### src/csc_params.svh
`ifndef CSC_PARAMS_SVH
`define CSC_PARAMS_SVH
`define CSC_OFF_CTRL 12'h000
`define CSC_OFF_CFG 12'h004
`define CSC_OFF_TIMER 12'h008
`define CSC_OFF_RESULT 12'h00c
`define CSC_OFF_STATUS 12'h010
`define CSC_OFF_MASK 12'h014
`define CSC_OFF_PRS 12'h018
`define CSC_CTRL_EN 0
`define CSC_CTRL_MODE_LO 1
`define CSC_CTRL_SD 3
`define CSC_ST_DONE 0
`define CSC_ST_OVF 1
`define CSC_ST_TC 2
`define CSC_CTRL_RST 8'h00
`define CSC_CFG_RST 8'h00
`define CSC_TIMER_RST 6'h3f
`define CSC_MASK_RST 3'h0
`define CSC_PRS8_SEED 8'hff
`define CSC_PRS12_SEED 12'hfff
`define CSC_PRS8_TAPS 8'hb8
`define CSC_PRS12_TAPS 12'he08
`endif

### src/csc_pkg.sv
package csc_pkg;
  typedef enum logic [1:0] {
    CSC_M_CHARGE,
    CSC_M_RELAX1,
    CSC_M_RELAX2,
    CSC_M_SUCCAPP
  } csc_mode_t;
  typedef enum logic [1:0] {
    CSC_S_IDLE,
    CSC_S_RUN,
    CSC_S_DONE
  } csc_state_t;
  typedef struct packed {
    logic cmp;
    logic relax;
    logic start;
  } csc_sense_t;
endpackage

### src/cap_sense_counters.sv
// The placing of the registers and register access over APB were decided locally.
`timescale 1ns/1ns
`include "csc_params.svh"
// How it works
// - Charge mode counts, captures on comparator trip.
// - Relax one: two separate 8-bit counters.
// - Interval of 256 or selectable clocks.
// - Overflow flag when relax count exceeds 255.
// - Relax two: 6-bit interval, 16-bit result.
// - 6-bit timer raises interrupt at end.
// - Sequence length selectable 8 or 12.
// - Prescaler gives clock divided by powers of two.
// - Sigma-delta counts need enable and mode bit.
// - Count while synced comparator and start high.
// - Hold count while comparator low.
// - Resume when comparator returns, start high.
// - Start low stops counting for good.
// - Result equals comparator-high cycles in interval.
// - Disabled holds counters reset; enable starts.
module cap_sense_counters (
  // Clock and reset.
  input wire logic clk,
  input wire logic rst_n,
  // APB slave.
  input wire logic psel,
  input wire logic penable,
  input wire logic pwrite,
  input wire logic [11:0] paddr,
  input wire logic [31:0] pwdata,
  output logic [31:0] prdata,
  output logic pready,
  output logic pslverr,
  // Analog front end and timers, synchronous except the comparator.
  input wire csc_pkg::csc_sense_t sense,
  // Outputs.
  output logic prs_out,
  output logic irq
);
  logic [7:0] ctrl_r;
  logic [7:0] cfg_r;
  logic [5:0] timer_r;
  logic [2:0] status_r;
  logic [2:0] mask_r;
  logic [15:0] cnt_r;
  logic [15:0] result_r;
  logic [7:0] relax_cnt_r;
  logic [5:0] six_r;
  logic ovf_r;
  logic cmp_s1_r;
  logic cmp_s2_r;
  logic relax_d_r;
  logic started_r;
  logic [11:0] prs_r;
  logic [15:0] prs_cnt_r;
  csc_pkg::csc_state_t state_r;
  logic en;
  logic sd;
  logic relax_rise;
  logic capture;
  logic tc_evt;
  logic prs_tick;
  logic wr;
  logic rd;
  logic [7:0] ival;
  csc_pkg::csc_mode_t mode;

  function automatic logic hit(input logic [11:0] a, input logic [11:0] off);
    hit = (a == off);
  endfunction

  assign en = ctrl_r[`CSC_CTRL_EN];
  assign sd = ctrl_r[`CSC_CTRL_SD];
  assign mode = csc_pkg::csc_mode_t'(ctrl_r[`CSC_CTRL_MODE_LO +: 2]);
  assign ival = cfg_r; // Interval for relax one: 0 means 256 clocks.
  assign wr = psel && penable && pwrite;
  assign rd = psel && !pwrite;
  assign pready = 1'b1;
  assign relax_rise = sense.relax && !relax_d_r;

  csc_prescaler #(
    .SEL_W(4)
  ) u_pre (
    .clk(clk),
    .rst_n(rst_n),
    .sel(ctrl_r[7:4]),
    .tick(prs_tick)
  );

  // Comparator two-flop synchronizer.
  always_ff @(posedge clk or negedge rst_n) begin
    if (!rst_n) begin
      cmp_s1_r <= 1'b0;
      cmp_s2_r <= 1'b0;
      relax_d_r <= 1'b0;
    end else begin
      cmp_s1_r <= sense.cmp;
      cmp_s2_r <= cmp_s1_r;
      relax_d_r <= sense.relax;
    end
  end

  // Register writes.
  always_ff @(posedge clk or negedge rst_n) begin
    if (!rst_n) begin
      ctrl_r <= `CSC_CTRL_RST;
      cfg_r <= `CSC_CFG_RST;
      timer_r <= `CSC_TIMER_RST;
      mask_r <= `CSC_MASK_RST;
    end else if (wr) begin
      if (hit(paddr, `CSC_OFF_CTRL)) begin
        ctrl_r <= pwdata[7:0];
      end else if (hit(paddr, `CSC_OFF_CFG)) begin
        cfg_r <= pwdata[7:0];
      end else if (hit(paddr, `CSC_OFF_TIMER)) begin
        timer_r <= pwdata[5:0];
      end else if (hit(paddr, `CSC_OFF_MASK)) begin
        mask_r <= pwdata[2:0];
      end
    end
  end

  // Capture decision per mode.
  always_comb begin
    capture = 1'b0;
    tc_evt = 1'b0;
    if (state_r == csc_pkg::CSC_S_RUN) begin
      if (sd) begin
        capture = started_r && !sense.start;
      end else begin
        case (mode)
          csc_pkg::CSC_M_CHARGE: capture = cmp_s2_r;
          csc_pkg::CSC_M_RELAX1: capture = (cnt_r[7:0] == ival - 8'h01);
          csc_pkg::CSC_M_RELAX2: capture = relax_rise && (six_r == 6'h00);
          default: tc_evt = (six_r == 6'h00);
        endcase
      end
    end
  end

  // Measurement state and counters.
  always_ff @(posedge clk or negedge rst_n) begin
    if (!rst_n) begin
      state_r <= csc_pkg::CSC_S_IDLE;
      cnt_r <= 16'h0000;
      relax_cnt_r <= 8'h00;
      six_r <= 6'h00;
      ovf_r <= 1'b0;
      started_r <= 1'b0;
      result_r <= 16'h0000;
    end else if (!en) begin
      state_r <= csc_pkg::CSC_S_IDLE;
      cnt_r <= 16'h0000;
      relax_cnt_r <= 8'h00;
      six_r <= timer_r;
      ovf_r <= 1'b0;
      started_r <= 1'b0;
    end else begin
      case (state_r)
        csc_pkg::CSC_S_IDLE: begin
          state_r <= csc_pkg::CSC_S_RUN;
        end
        csc_pkg::CSC_S_RUN: begin
          if (capture || tc_evt) begin
            state_r <= csc_pkg::CSC_S_DONE;
            if (mode == csc_pkg::CSC_M_RELAX1 && !sd) begin
              result_r <= {8'h00, relax_cnt_r + {7'h00, relax_rise}};
            end else begin
              result_r <= cnt_r;
            end
          end else if (sd) begin
            if (sense.start) begin
              started_r <= 1'b1;
            end
            if (cmp_s2_r && sense.start) begin
              cnt_r <= cnt_r + 16'h0001;
            end
          end else begin
            cnt_r <= cnt_r + 16'h0001;
            if (mode == csc_pkg::CSC_M_RELAX1) begin
              cnt_r[15:8] <= 8'h00;
              if (relax_rise) begin
                relax_cnt_r <= relax_cnt_r + 8'h01;
                if (relax_cnt_r == 8'hff) begin
                  ovf_r <= 1'b1;
                end
              end
            end
            if ((mode == csc_pkg::CSC_M_RELAX2 && relax_rise) ||
                mode == csc_pkg::CSC_M_SUCCAPP) begin
              six_r <= six_r - 6'h01;
            end
          end
        end
        default: begin
          state_r <= csc_pkg::CSC_S_DONE;
        end
      endcase
    end
  end

  // Sequence generator, free running on prescaled ticks.
  always_ff @(posedge clk or negedge rst_n) begin
    if (!rst_n) begin
      prs_r <= `CSC_PRS12_SEED;
    end else if (prs_tick) begin
      if (cfg_r[7]) begin
        prs_r <= {prs_r[10:0], ^(prs_r & `CSC_PRS12_TAPS)};
      end else begin
        prs_r <= {4'h0, prs_r[6:0], ^(prs_r[7:0] & `CSC_PRS8_TAPS)};
      end
    end
  end
  assign prs_out = cfg_r[7] ? prs_r[11] : prs_r[7];

  logic [2:0] st_clr;
  logic [2:0] st_set;

  // Events and firmware clears of the status bits.
  always_comb begin
    st_clr = (wr && hit(paddr, `CSC_OFF_STATUS)) ? pwdata[2:0] : 3'h0;
    st_set = 3'h0;
    st_set[`CSC_ST_DONE] = en && state_r == csc_pkg::CSC_S_RUN && capture;
    st_set[`CSC_ST_TC] = en && state_r == csc_pkg::CSC_S_RUN && tc_evt;
    st_set[`CSC_ST_OVF] = en && relax_rise && relax_cnt_r == 8'hff;
  end

  // Sticky status, cleared by writing one; an event in the same cycle wins.
  always_ff @(posedge clk or negedge rst_n) begin
    if (!rst_n) begin
      status_r <= 3'h0;
    end else begin
      status_r <= (status_r & ~st_clr) | st_set;
    end
  end
  assign irq = |(status_r & mask_r);

  // Read mux.
  always_comb begin
    prdata = 32'h0000_0000;
    pslverr = 1'b0;
    if (hit(paddr, `CSC_OFF_CTRL)) begin
      prdata = {24'h0, ctrl_r};
    end else if (hit(paddr, `CSC_OFF_CFG)) begin
      prdata = {24'h0, cfg_r};
    end else if (hit(paddr, `CSC_OFF_TIMER)) begin
      prdata = {26'h0, timer_r};
    end else if (hit(paddr, `CSC_OFF_RESULT)) begin
      prdata = {15'h0, ovf_r, result_r};
    end else if (hit(paddr, `CSC_OFF_STATUS)) begin
      prdata = {29'h0, status_r};
    end else if (hit(paddr, `CSC_OFF_MASK)) begin
      prdata = {29'h0, mask_r};
    end else begin
      pslverr = rd || (psel && pwrite);
    end
  end

  a_sd_hold: assert property (@(posedge clk) disable iff (!rst_n)
    (en && state_r == csc_pkg::CSC_S_RUN && sd && !capture && !cmp_s2_r) |=> $stable(cnt_r))
    else $error("count moved with comparator low");
  a_sd_count: assert property (@(posedge clk) disable iff (!rst_n)
    (en && sd && state_r == csc_pkg::CSC_S_RUN && !capture && cmp_s2_r && sense.start)
    |=> cnt_r == $past(cnt_r) + 16'h0001)
    else $error("count did not step");
  a_dis_clear: assert property (@(posedge clk) disable iff (!rst_n)
    !en |=> cnt_r == 16'h0000 && state_r == csc_pkg::CSC_S_IDLE)
    else $error("disabled counter not reset");
  a_done_stable: assert property (@(posedge clk) disable iff (!rst_n)
    (state_r == csc_pkg::CSC_S_DONE && en) |=> $stable(result_r))
    else $error("result changed after end");
  a_irq_level: assert property (@(posedge clk) disable iff (!rst_n)
    irq == |(status_r & mask_r) && (status_r[0] || !$rose(status_r[0]) || !$past(en) || en))
    else $error("irq mismatch");
  a_ovf_flag: assert property (@(posedge clk) disable iff (!rst_n)
    (en && relax_rise && relax_cnt_r == 8'hff) |=> status_r[`CSC_ST_OVF])
    else $error("overflow not flagged");
  a_stop_final: assert property (@(posedge clk) disable iff (!rst_n)
    (en && sd && state_r == csc_pkg::CSC_S_DONE) |=> state_r == csc_pkg::CSC_S_DONE)
    else $error("counting resumed after stop");
  a_sync_path: assert property (@(posedge clk) disable iff (!rst_n)
    cmp_s2_r == $past(sense.cmp, 2) || $past(!rst_n, 2))
    else $error("sync depth wrong");
  // Per-mode end of measurement and capture.
  a_charge_cap: assert property (@(posedge clk) disable iff (!rst_n)
    (en && !sd && mode == csc_pkg::CSC_M_CHARGE && state_r == csc_pkg::CSC_S_RUN && cmp_s2_r)
    |=> state_r == csc_pkg::CSC_S_DONE && result_r == $past(cnt_r))
    else $error("charge trip not captured");
  a_relax1_high: assert property (@(posedge clk) disable iff (!rst_n)
    (en && !sd && mode == csc_pkg::CSC_M_RELAX1 && state_r == csc_pkg::CSC_S_RUN)
    |=> cnt_r[15:8] == 8'h00)
    else $error("interval counter not kept to eight bits");
  a_relax1_end: assert property (@(posedge clk) disable iff (!rst_n)
    (en && !sd && mode == csc_pkg::CSC_M_RELAX1 && state_r == csc_pkg::CSC_S_RUN &&
    cnt_r[7:0] == ival - 8'h01) |=> state_r == csc_pkg::CSC_S_DONE)
    else $error("interval end missed");
  a_relax2_end: assert property (@(posedge clk) disable iff (!rst_n)
    (en && !sd && mode == csc_pkg::CSC_M_RELAX2 && state_r == csc_pkg::CSC_S_RUN &&
    relax_rise && six_r == 6'h00) |=> result_r == $past(cnt_r))
    else $error("long count not captured");
  a_tc_flag: assert property (@(posedge clk) disable iff (!rst_n)
    (en && !sd && mode == csc_pkg::CSC_M_SUCCAPP && state_r == csc_pkg::CSC_S_RUN &&
    six_r == 6'h00) |=> status_r[`CSC_ST_TC])
    else $error("timer end not flagged");
  // Sequence generator and prescaler.
  a_prs_short: assert property (@(posedge clk) disable iff (!rst_n)
    (!cfg_r[7] && prs_tick) |=> prs_r[11:8] == 4'h0)
    else $error("short sequence uses upper bits");
  a_tick_full: assert property (@(posedge clk) disable iff (!rst_n)
    (ctrl_r[7:4] == 4'h0) |-> prs_tick)
    else $error("undivided tick missing");
  // Sigma-delta end and enable sequencing.
  a_sd_result: assert property (@(posedge clk) disable iff (!rst_n)
    (en && sd && state_r == csc_pkg::CSC_S_RUN && capture)
    |=> state_r == csc_pkg::CSC_S_DONE && result_r == $past(cnt_r))
    else $error("sigma-delta result not captured");
  a_stop_hold: assert property (@(posedge clk) disable iff (!rst_n)
    (en && sd && state_r == csc_pkg::CSC_S_DONE && cmp_s2_r) |=> $stable(cnt_r))
    else $error("count moved after stop");
  a_idle_run: assert property (@(posedge clk) disable iff (!rst_n)
    (en && state_r == csc_pkg::CSC_S_IDLE) |=> state_r == csc_pkg::CSC_S_RUN)
    else $error("enable did not start counting");
  a_ovf_clear: assert property (@(posedge clk) disable iff (!rst_n)
    !en |=> !ovf_r)
    else $error("overflow kept while disabled");
endmodule // cap_sense_counters

### src/csc_prescaler.sv
`timescale 1ns/1ns
// Divides the system clock by 2**sel, at most 256 for sel above 8, and emits one tick per divided period.
module csc_prescaler #(
  parameter int SEL_W = 4
) (
  // Clock and reset.
  input wire logic clk,
  input wire logic rst_n,
  // Control.
  input wire logic [SEL_W-1:0] sel,
  // Output.
  output logic tick
);
  logic [7:0] div_r;
  logic [7:0] mask;

  always_comb begin
    mask = 8'h00;
    for (int i = 0; i < 8; i++) begin
      if (i < int'(sel)) begin
        mask[i] = 1'b1;
      end
    end
  end

  always_ff @(posedge clk or negedge rst_n) begin
    if (!rst_n) begin
      div_r <= 8'h00;
    end else begin
      div_r <= div_r + 8'h01;
    end
  end

  assign tick = ((div_r & mask) == 8'h00);
endmodule // csc_prescaler

### config.mk
export PLATFORM = sky130hd
export DESIGN_NAME = cap_sense_counters
export DESIGN_NICKNAME = d
export VERILOG_FILES = /design/src/csc_pkg.sv /design/src/cap_sense_counters.sv /design/src/csc_prescaler.sv
export VERILOG_INCLUDE_DIRS = /design/src
export SDC_FILE = /design/constraint.sdc
export NUM_CORES = 1
export LEC_CHECK = 0
export ABC_CLOCK_PERIOD_IN_PS = 5310
export BUFFER_PORTS_ARGS = -buffer_cell sky130_fd_sc_hd__buf_2
export CELL_PAD_IN_SITES_DETAIL_PLACEMENT = 0
export CELL_PAD_IN_SITES_GLOBAL_PLACEMENT = 2
export CORE_MARGIN = 2
export CORE_UTILIZATION = 39
export CTS_CLUSTER_DIAMETER = 100
export DETAILED_ROUTE_END_ITERATION = 16
export PLACE_DENSITY_LB_ADDON = 0.1
export SYNTH_ARGS = -nofsm -noshare
export SYNTH_HDL_FRONTEND = slang
export SYNTH_SLANG_ARGS = --single-unit
### constraint.sdc
create_clock -name clk -period 5.31 [get_ports clk]
set_input_delay 1.062 -clock clk [delete_from_list [all_inputs] [get_ports clk]]
set_output_delay 1.062 -clock clk [all_outputs]
set_load 0.01 [all_outputs]
==> results of run 1 <==
## path summary, 6_finish.rpt
path,cells past startpoint,endpoint,startpoint,slack (ns)
max,8,prdata[10],paddr[7],0.85
min,0,cmp_s2_r$_DFF_PN0_,cmp_s1_r$_DFF_PN0_,0.37
max reg2reg,7,relax_cnt_r[5]$_DFFE_PN0P_,cfg_r[2]$_DFFE_PN0P_,2.10
min reg2reg,0,cmp_s2_r$_DFF_PN0_,cmp_s1_r$_DFF_PN0_,0.37
max in group asynchronous,2,cnt_r[4]$_DFFE_PN0P_,rst_n,3.45
min in group asynchronous,1,result_r[13]$_DFFE_PN0P_,rst_n,0.79
## sequential cells by signal, summed over array words and instances, names as in the netlist, 3 cells and up
signal	flops
relax_cnt_r	8
u_pre.div_r	8
result_r	16
prs_r	12
cnt_r	16
mask_r	3
status_r	3
cfg_r	8
ctrl_r	8
six_r	6
timer_r	6
## critical path, stage by stage
cell and delay, ns:
buf_2 0.09, nor4_1 0.25, nand2_1 0.08, nor4_1 0.47
nand2b_1 0.48, nor2_1 0.61, and2_1 0.22, buf_2 0.13
## placed cells by master (no fill, tap or decap), drive strengths merged, types with 3 or more instances in the layout
cell | synthesis | final
dfrtp | 83 | 83
mux2 | 53 | 53
buf | 20 | 50
nor2 | 46 | 46
nand2 | 37 | 37
a21oi | 29 | 29
o21ai | 26 | 26
xnor2 | 18 | 18
dfstp | 18 | 18
nand3 | 17 | 17
conb | 2 | 16
xor2 | 15 | 15
inv | 12 | 14
and2 | 13 | 13
nor2b | 12 | 12
nand4 | 10 | 10
clkbuf | 22 | 10
or3 | 9 | 9
nor3 | 8 | 8
nand2b | 8 | 8
ha | 7 | 7
or4 | 7 | 7
and3 | 6 | 6
o21a | 6 | 6
o31ai | 5 | 5
a22oi | 5 | 5
a31oi | 5 | 5
a21o | 4 | 4
nor4 | 4 | 4
o211ai | 4 | 4
nor3b | 4 | 4
mux2i | 3 | 3
a22o | 3 | 3
mux4 | 3 | 3
clkinv | 0 | 3
## layout make-up
type	instances	area (sq um)
fillers	1344	7740
clock buffers	10	250
repair buffers	50	260
clock inverters	6	66.3
inverters	12	45.0
multi-input cells	409	2860
flip-flops and latches	101	2550
well taps	180	225
## where the power goes
group	internal [mW]	switching [mW]	leakage (nW)
clock	0.397	0.304	0.158
sequential	0.771	0.00126	1.31
combinational	0.0131	0.0368	1.26
## kinds of logic after synthesis
family | Yosys count | share of synthesized area
compound gates | 102 | 0.124
buf+inv | 54 | 0.0485
mux | 59 | 0.124
fa+ha+maj | 7 | 0.0156
simple gates | 192 | 0.182
xor+xnor | 33 | 0.0514
other cells | 2 | 0.00134
flops | 101 | 0.454
## per-layer routing
layer  GRT usage  vias to the layer above  share of wire
li1            -                     1998              -
met1       0.247                     2050           0.47
met2       0.314                       85           0.49
met3      0.0385                        6          0.035
met4      0.0576                        0         0.0079
met5           0                        -              0
## per-stage QoR
stage                     std cells  utilization  hold slack, ns
after floorplan                 564            -           0.331
after global placement          752        0.424           0.346
after detailed placement        752        0.424           0.335
after CTS                       768        0.447           0.374
after global routing            768        0.447           0.379
final                           768        0.447           0.374
==> flow_summary.ini, run 1 <==
[placed_design]
routabilityCongestion = 0.801
dp_hpwl_mm = 9.39
io_buffers = 47
dpl_cell_area_sq_um = 5940
dpl_worst_slack_ns = 0.720

[power_and_ir_drop]
p_leak_nw = 2.73
power.density_nw_per_um2 = 244
power_mw = 1.52
peakVddDrop_v = 0.000151

[detailed_routing]
vias = 4139
drcViolationCount = 0
first_pass_iters = 4
vias_per_cell = 5.39
drt-initial-drc-count = 185
routed_wl_mm = 13.2
final_antenna_net_count = 0
routedWlPerCell_um = 17.2

[global_routing]
grt_usage = 0.188
grt_max_degree = 59
grt_pass1_wl_mm = 21.8
grt_pass1_vias = 4130
grt_overflow = 0
antenna_found_initial = 0

[clock_tree]
root_buffer = clkbuf_16
tritoncts = built
post-cts-setup-buffers = 0
clk_path_buf_depth = 2
cts_resized = 0
insertion_delay_ns = 0.35
cts.sinks = 101
clk_pin_slew_ns = 0.07
cts_inserted_buffers = 9
htree_levels = 3
cts-hold-fix-buffers = 0

[timing]
setup_viol = 0
hold_viol = 0
final.setup.worst_slack_ns = 0.850
worst_slew_pin_slew_ns = 1.06
min_period_over_period = 0.840
slew_headroom = 0.288
clock_skew_ns = 0.00769
rsz0062_at_grt = no
post-route-min-period_ns = 4.46
tns_ns = 0
final_max_slew_viol_count = 0
fmax_ghz = 0.224

[worst_hold_path]
hold_path_class = reg2reg

[layout]
syn_to_final_growth_pct = 11.2
nNetsFinal = 642
drive_gt1_frac = 0.241
final_area_sq_um = 6250
diodes = 0

[synth]
async_flop_share = 1.00
synth_edf_count = 0
yosys.cell_types.count = 64
ys_ff_latch = 101
syn_inst = 550
yosys-top-cells-count = dfrtp_1 (83), nor2_1 (45), mux2_2 (43), nand2_1 (37), a21oi_1 (29)
yosysMostFrequentCell = dfrtp_1
synth.area.top_cells = dfrtp_1 (37%), mux2_2 (8.6%), dfstp_2 (8.4%)
syn_area_sq_um = 5620
yosysWarningCount = 0
syn_avg_cell_area_sq_um = 10.2
ys_seq_area_frac = 0.454
synth_top_cell_by_area = dfrtp_1
synth_flop_cell = dfrtp_1
yosysTopAreaCellShare = 0.370

[setup_path]
worstPathRequired_ns = 4.25
end_kind = primary output
start_kind = input pin
crit_type = in2out
path_max_fanout = 12
worstPathArrival_ns = 3.40

[job]
maxCapViolations = 0

[floorplan]
start_util = 0.402
rows = 43
core_sq_um = 14000
die_area_sq_um = 15400
die_h_um = 124
io_pins = 88
dieWidth_um = 124

[outcome]
status = completed
No activity file was read; power rests on OpenSTA's default activity.
==> inputs of run 2 (changes only) <==
Settings changed: ABC_AREA from default to 1, ABC_CLOCK_PERIOD_IN_PS 5310 to 3900, CORE_UTILIZATION 39 to 30.
Clock period 5.31 ns to 3.9 ns, I/O delays scaled along.
==> run 2 against run 1 <==
Sequential cell count did not move; total power grew 38%; highest routed layer unchanged; first-iteration DRC count grew 68%.
==> flow_summary.ini, run 2 <==
[clock_tree]
htree_levels = 3
cts-hold-fix-buffers = 0
post-cts-setup-buffers = 0
cts_resized = 0
cts.sinks = 101
tritoncts = built
root_buffer = clkbuf_16
clk_pin_slew_ns = 0.08
clk_path_buf_depth = 2
insertion_delay_ns = 0.36
cts_inserted_buffers = 9

[synth]
ys_ff_latch = 101
syn_avg_cell_area_sq_um = 7.41
synth.area.top_cells = dfrtp_1 (34%), nand2_1 (14%), dfstp_2 (7.8%)
async_flop_share = 1.00
yosysTopAreaCellShare = 0.342
yosys.cell_types.count = 49
synth_edf_count = 0
yosys-top-cells-count = nand2_1 (225), inv_1 (90), dfrtp_1 (83), nor2_1 (76), nand3_1 (70)
syn_area_sq_um = 6080
yosysMostFrequentCell = nand2_1
yosysWarningCount = 0
syn_inst = 821
synth_flop_cell = dfrtp_1
synth_top_cell_by_area = dfrtp_1
ys_seq_area_frac = 0.419

[job]
maxCapViolations = 0

[setup_path]
cpPeakStageDelay_ns = 0.36
cp.depth = 9
crit_chain = buf_2 > nor2_1 > nand2_1 > nor2_1 > nand3_1 > inv_1 > nand2_1 > a32oi_1 > buf_2
reg2reg_setup_slack_ns = 1.27
worstPathRequired_ns = 3.12
r2r-start = cfg_r[0]$_DFFE_PN0P_
crit_type = in2out
r2r_cells = 15
critical_path.endpoint = prdata[3]
worstPathArrival_ns = 2.52
slowest_stage = nand3_1
crit_buf_inv = 3
start_kind = input pin
crit_family = simple AND/OR/NAND/NOR gates
path_max_fanout = 9
end_kind = primary output
crit_path_start = paddr[9]
rr_endpoint = result_r[14]$_DFFE_PN0P_

[placed_design]
io_buffers = 47
dp_hpwl_mm = 12.9
routabilityCongestion = 0.821
dpl_cell_area_sq_um = 6490

[detailed_routing]
vias_per_cell = 4.63
drcViolationCount = 0
routed_wl_mm = 17.7
routedWlPerCell_um = 15.7
final_antenna_net_count = 0
vias = 5233
drt-initial-drc-count = 311
first_pass_iters = 4

[timing]
clock_skew_ns = 0.0117
fmax_ghz = 0.303
rsz0062_at_grt = no
tns_ns = 0
final_max_slew_viol_count = 0
hold_viol = 0
min_period_over_period = 0.847
slew_headroom = 0.471
setup_viol = 0
worst_slew_pin_slew_ns = 0.790
post-route-min-period_ns = 3.30

[global_routing]
grt_overflow = 0
grt_usage = 0.173
antenna_found_initial = 0
grt_pass1_vias = 5108
grt_max_degree = 52
grt_pass1_wl_mm = 28.8

[power_and_ir_drop]
power.density_nw_per_um2 = 308
peakVddDrop_v = 0.000174
p_leak_nw = 3.26

[floorplan]
rows = 52
io_pins = 88
core_sq_um = 20000
dieWidth_um = 146
die_area_sq_um = 21400
start_util = 0.303
die_h_um = 146

[layout]
diodes = 0
n_fill_cell = 2208
final_common_cell = nand2_1
drive_gt1_frac = 0.144
syn_to_final_growth_pct = 12.0
post-route-util = 0.340
seq_area_sq_um = 2550
most-common-layout-cells = nand2_1 (225), inv_1 (90), dfrtp_1 (83)
multi_input_area_sq_um = 2940
nNetsFinal = 915
final_area_sq_um = 6810
top_regs = cnt_r x16, result_r x16, prs_r x12

[worst_hold_path]
min-delay-start = cmp_s1_r$_DFF_PN0_
hold_path_class = reg2reg

[outcome]
status = completed
-- run 2: cell types whose count changed after synthesis, moves of 10 or more --
cell | previous run | this run
nand3_1 | 17 | 70
nand2_2 | 0 | 16
nor2_1 | 45 | 76
a21oi_1 | 29 | 15
mux2_1 | 10 | 0
nor2b_1 | 12 | 0
inv_1 | 12 | 90
nand2_1 | 37 | 225
o21ai_0 | 23 | 65
mux2_2 | 43 | 0
and2_1 | 13 | 0
-- run 2: routing by layer --
layer / track usage / up-vias / part of all wire
li1: - / 2662 / -
met1: 0.241 / 2506 / 0.50
met2: 0.281 / 55 / 0.47
met3: 0.0269 / 10 / 0.022
met4: 0.0437 / 0 / 0.011
met5: 0 / - / 0
-- run 2: through the flow --
| stage | std cells | hold slack (ns) | setup WS [ns] | total power, mW |
|---|---|---|---|---|
| global placement | 1115 | 0.339 | 0.596 | 1.14 |
| finish | 1131 | 0.365 | 0.596 | 2.10 |
| global route | 1131 | 0.379 | 0.345 | 2.20 |
| floorplan | 835 | 0.331 | 1.15 | 1.11 |
| detailed placement | 1115 | 0.350 | 0.554 | 1.14 |
| CTS | 1131 | 0.369 | 0.546 | 2.14 |
-- run 2: cell type report --
class,count,share of cell area
clock inverters,5,0.00955
inverters,96,0.0529
flip-flops and latches,101,0.374
well taps,270,0.0496
clock buffers,11,0.0371
multi-input cells,594,0.432
repair buffers,54,0.0445
-- run 2: worst register-to-register path: cells and delay by family (launching register included) --
family / cells / cell delay [ns]
flops: 1 / 0.53
compound gates: 1 / 0.11
buf+inv: 2 / 0.13
simple gates: 11 / 1.46
fa+ha+maj: 1 / 0.33
-- run 2: cell families after synthesis --
| logic type | Yosys count | synth area share |
|---|---|---|
| AO/OA/AOI/OAI | 110 | 0.103 |
| XOR/XNOR | 32 | 0.0496 |
| adder cells (fa/ha/maj) | 7 | 0.0144 |
| buffers and inverters | 140 | 0.105 |
| flip-flops | 101 | 0.419 |
| other | 2 | 0.00124 |
| AND/OR/NAND/NOR | 429 | 0.307 |
-- run 2: where the power goes --
group          total (mW)  switching [mW]  internal (mW)
registers            1.05         0.00163           1.05
logic              0.0665          0.0486         0.0179
clock network       0.978           0.438          0.540
-- run 2: worst min path at each step --
stage / end / slack, ns / cells after the start
finish: cmp_s2_r$_DFF_PN0_ / 0.37 / 0
global route: cmp_s2_r$_DFF_PN0_ / 0.38 / 0
CTS: cmp_s2_r$_DFF_PN0_ / 0.37 / 0
detailed placement: cmp_s2_r$_DFF_PN0_ / 0.35 / 0
floorplan: cmp_s2_r$_DFF_PN0_ / 0.33 / 0
global placement: cmp_s2_r$_DFF_PN0_ / 0.34 / 0
==> inputs of run 3 (changes only) <==
Settings changed: ABC_AREA 1 to 0, ABC_CLOCK_PERIOD_IN_PS 3900 to 2900, CORE_UTILIZATION 30 to 33.
Clock period 3.9 ns to 2.9 ns, I/O delays scaled along.
==> run 3 against run 2 <==
Critical path depth rose by 1; register-to-register slack got worse by 1.2 ns; sequential share of layout area rose by 1.4 points; cell area fell by 3.6%; cell count fell by 26%; total power rose by 27%; worst hold slack got worse by 0.18 ns; global-route usage fell by 0.75 points; count of clock-buffer cells in the layout did not move; setup slack got worse by 0.50 ns; die area fell by 16%; routed wire length fell by 21%.
==> flow_summary.ini, run 3 (synthesis gave the netlist of run 1 again) <==
[power_and_ir_drop]
cellInternalPower_mw = 2.03
p_leak_nw = 2.88
power_mw = 2.66
p_clk_frac = 0.430
swShare = 0.237
power.density_nw_per_um2 = 405
combPwrFrac = 0.038
peakVddDrop_v = 0.000265
p_switching_mw = 0.630
sequentialPowerShare = 0.532

[timing]
tns_ns = 0
fmax_ghz = 0.356
min_period_over_period = 0.968
final_max_slew_viol_count = 0
setup_viol = 0
worst_slew_pin_slew_ns = 0.610
hold_viol = 0
rsz0062_at_grt = yes
post-route-min-period_ns = 2.81
slew_headroom = 0.590
clock_skew_ns = 0.00789

[layout]
top_regs = cnt_r x16, result_r x16, prs_r x12
finalNonFillerCells = 837
n_fill_cell = 1664
syn_to_final_growth_pct = 16.8
seq_area_sq_um = 2550
diodes = 0
drive_gt1_frac = 0.287
multi_input_area_sq_um = 2910
nNetsFinal = 671
most-common-layout-cells = dfrtp_1 (83), buf_2 (46), nor2_1 (45)
final_common_cell = dfrtp_1

[floorplan]
core_sq_um = 16600
start_util = 0.338
die_area_sq_um = 18100
io_pins = 88
die_h_um = 135
dieWidth_um = 135
rows = 47

[detailed_routing]
final_antenna_net_count = 0
vias_per_cell = 5.03
routed_wl_mm = 14.1
drcViolationCount = 0
drt-initial-drc-count = 152
first_pass_iters = 4
vias = 4207
routedWlPerCell_um = 16.8

[setup_path]
worstPathRequired_ns = 2.32
path_max_fanout = 4
start_kind = input pin
r2r-start = cfg_r[1]$_DFFE_PN0P_
reg2reg_setup_slack_ns = 0.12
crit_path_start = paddr[7]
r2r_cells = 9
crit_type = in2out
end_kind = primary output
rr_endpoint = relax_cnt_r[5]$_DFFE_PN0P_
worstPathArrival_ns = 2.23

[outcome]
status = completed

[global_routing]
grt_max_degree = 46
grt_pass1_vias = 4140
grt_overflow = 0
antenna_found_initial = 0
grt_pass1_wl_mm = 22.9
grt_usage = 0.165

[clock_tree]
root_buffer = clkbuf_16
cts-hold-fix-buffers = 0
clk_pin_slew_ns = 0.07
clk_path_buf_depth = 2
cts_inserted_buffers = 9
htree_levels = 3
insertion_delay_ns = 0.36
cts.sinks = 101
tritoncts = built

[job]
maxCapViolations = 0

[placed_design]
dp_hpwl_mm = 10.3
routabilityCongestion = 0.772
io_buffers = 47
placedCellCount = 820

[worst_hold_path]
hold_path_class = in2async
[run 3: cell count changes in the layout (fill, tap and decap cells not counted), moves of 12 or more]
cell,change
mux2_2,+43
nand3_1,-53
o21ai_0,-42
buf_4,+22
nor2_1,-31
nand2_2,-16
inv_1,-78
nor2b_1,+12
a21oi_1,+14
nand2_1,-188
and2_1,+13
[run 3: metal layers]
metal | wire (um) | GRT usage
met5 | 0 | 0
met4 | 301 | 0.0608
met3 | 305 | 0.0319
met2 | 6640 | 0.269
met1 | 6820 | 0.219
[run 3: worst max-delay path by stage]
stage / endpoint / depth (start not counted)
floorplan: result_r[10]$_DFFE_PN0P_ / 8
global placement: prdata[1] / 10
detailed placement: prdata[1] / 10
CTS: prdata[1] / 10
global route: prdata[1] / 10
finish: prdata[1] / 10
[run 3: area by class of cell]
cell class	instances	area share
clock inverters	5	0.00515
inverters	12	0.00686
multi-input cells	409	0.443
flip-flops and latches	101	0.388
repair buffers	79	0.0791
clock buffers	11	0.0355
well taps	220	0.0419
[run 3: critical path, stage by stage]
cell,delay (ns)
buf_2,0.11
nor4_4,0.25
nand2_1,0.09
nor4_2,0.13
buf_4,0.16
nand2_1,0.11
nor3b_2,0.29
a21oi_1,0.10
a31oi_1,0.24
buf_2,0.17
[run 3: through the flow]
stage	utilization	cell area [sq um]	setup WS (ns)	hold slack, ns
finish	0.394	6560	0.0934	0.188
CTS	0.390	6490	0.0270	0.200
global route	0.394	6560	-0.0686	0.214
global placement	0.374	6220	0.0396	0.348
floorplan	-	5670	0.201	0.284
detailed placement	0.374	6220	0.0318	0.348
[run 3: power by group through the flow]
stage | Clock, mW | Combinational (mW) | Sequential, mW
6_report | 1.14 | 0.0999 | 1.41
2_1_floorplan | 0 | 0.0483 | 1.44
3_5_place_dp | 0 | 0.0989 | 1.44
5_1_grt | 1.25 | 0.113 | 1.41
4_1_cts | 1.18 | 0.0996 | 1.41
3_3_place_gp | 0 | 0.0983 | 1.44
[run 3: timing repair]
item,4_1_cts,5_1_grt
setup endpoints to repair,0,37
setup buffers,0,1
resized for setup,0,10
hold endpoints to repair,0,0
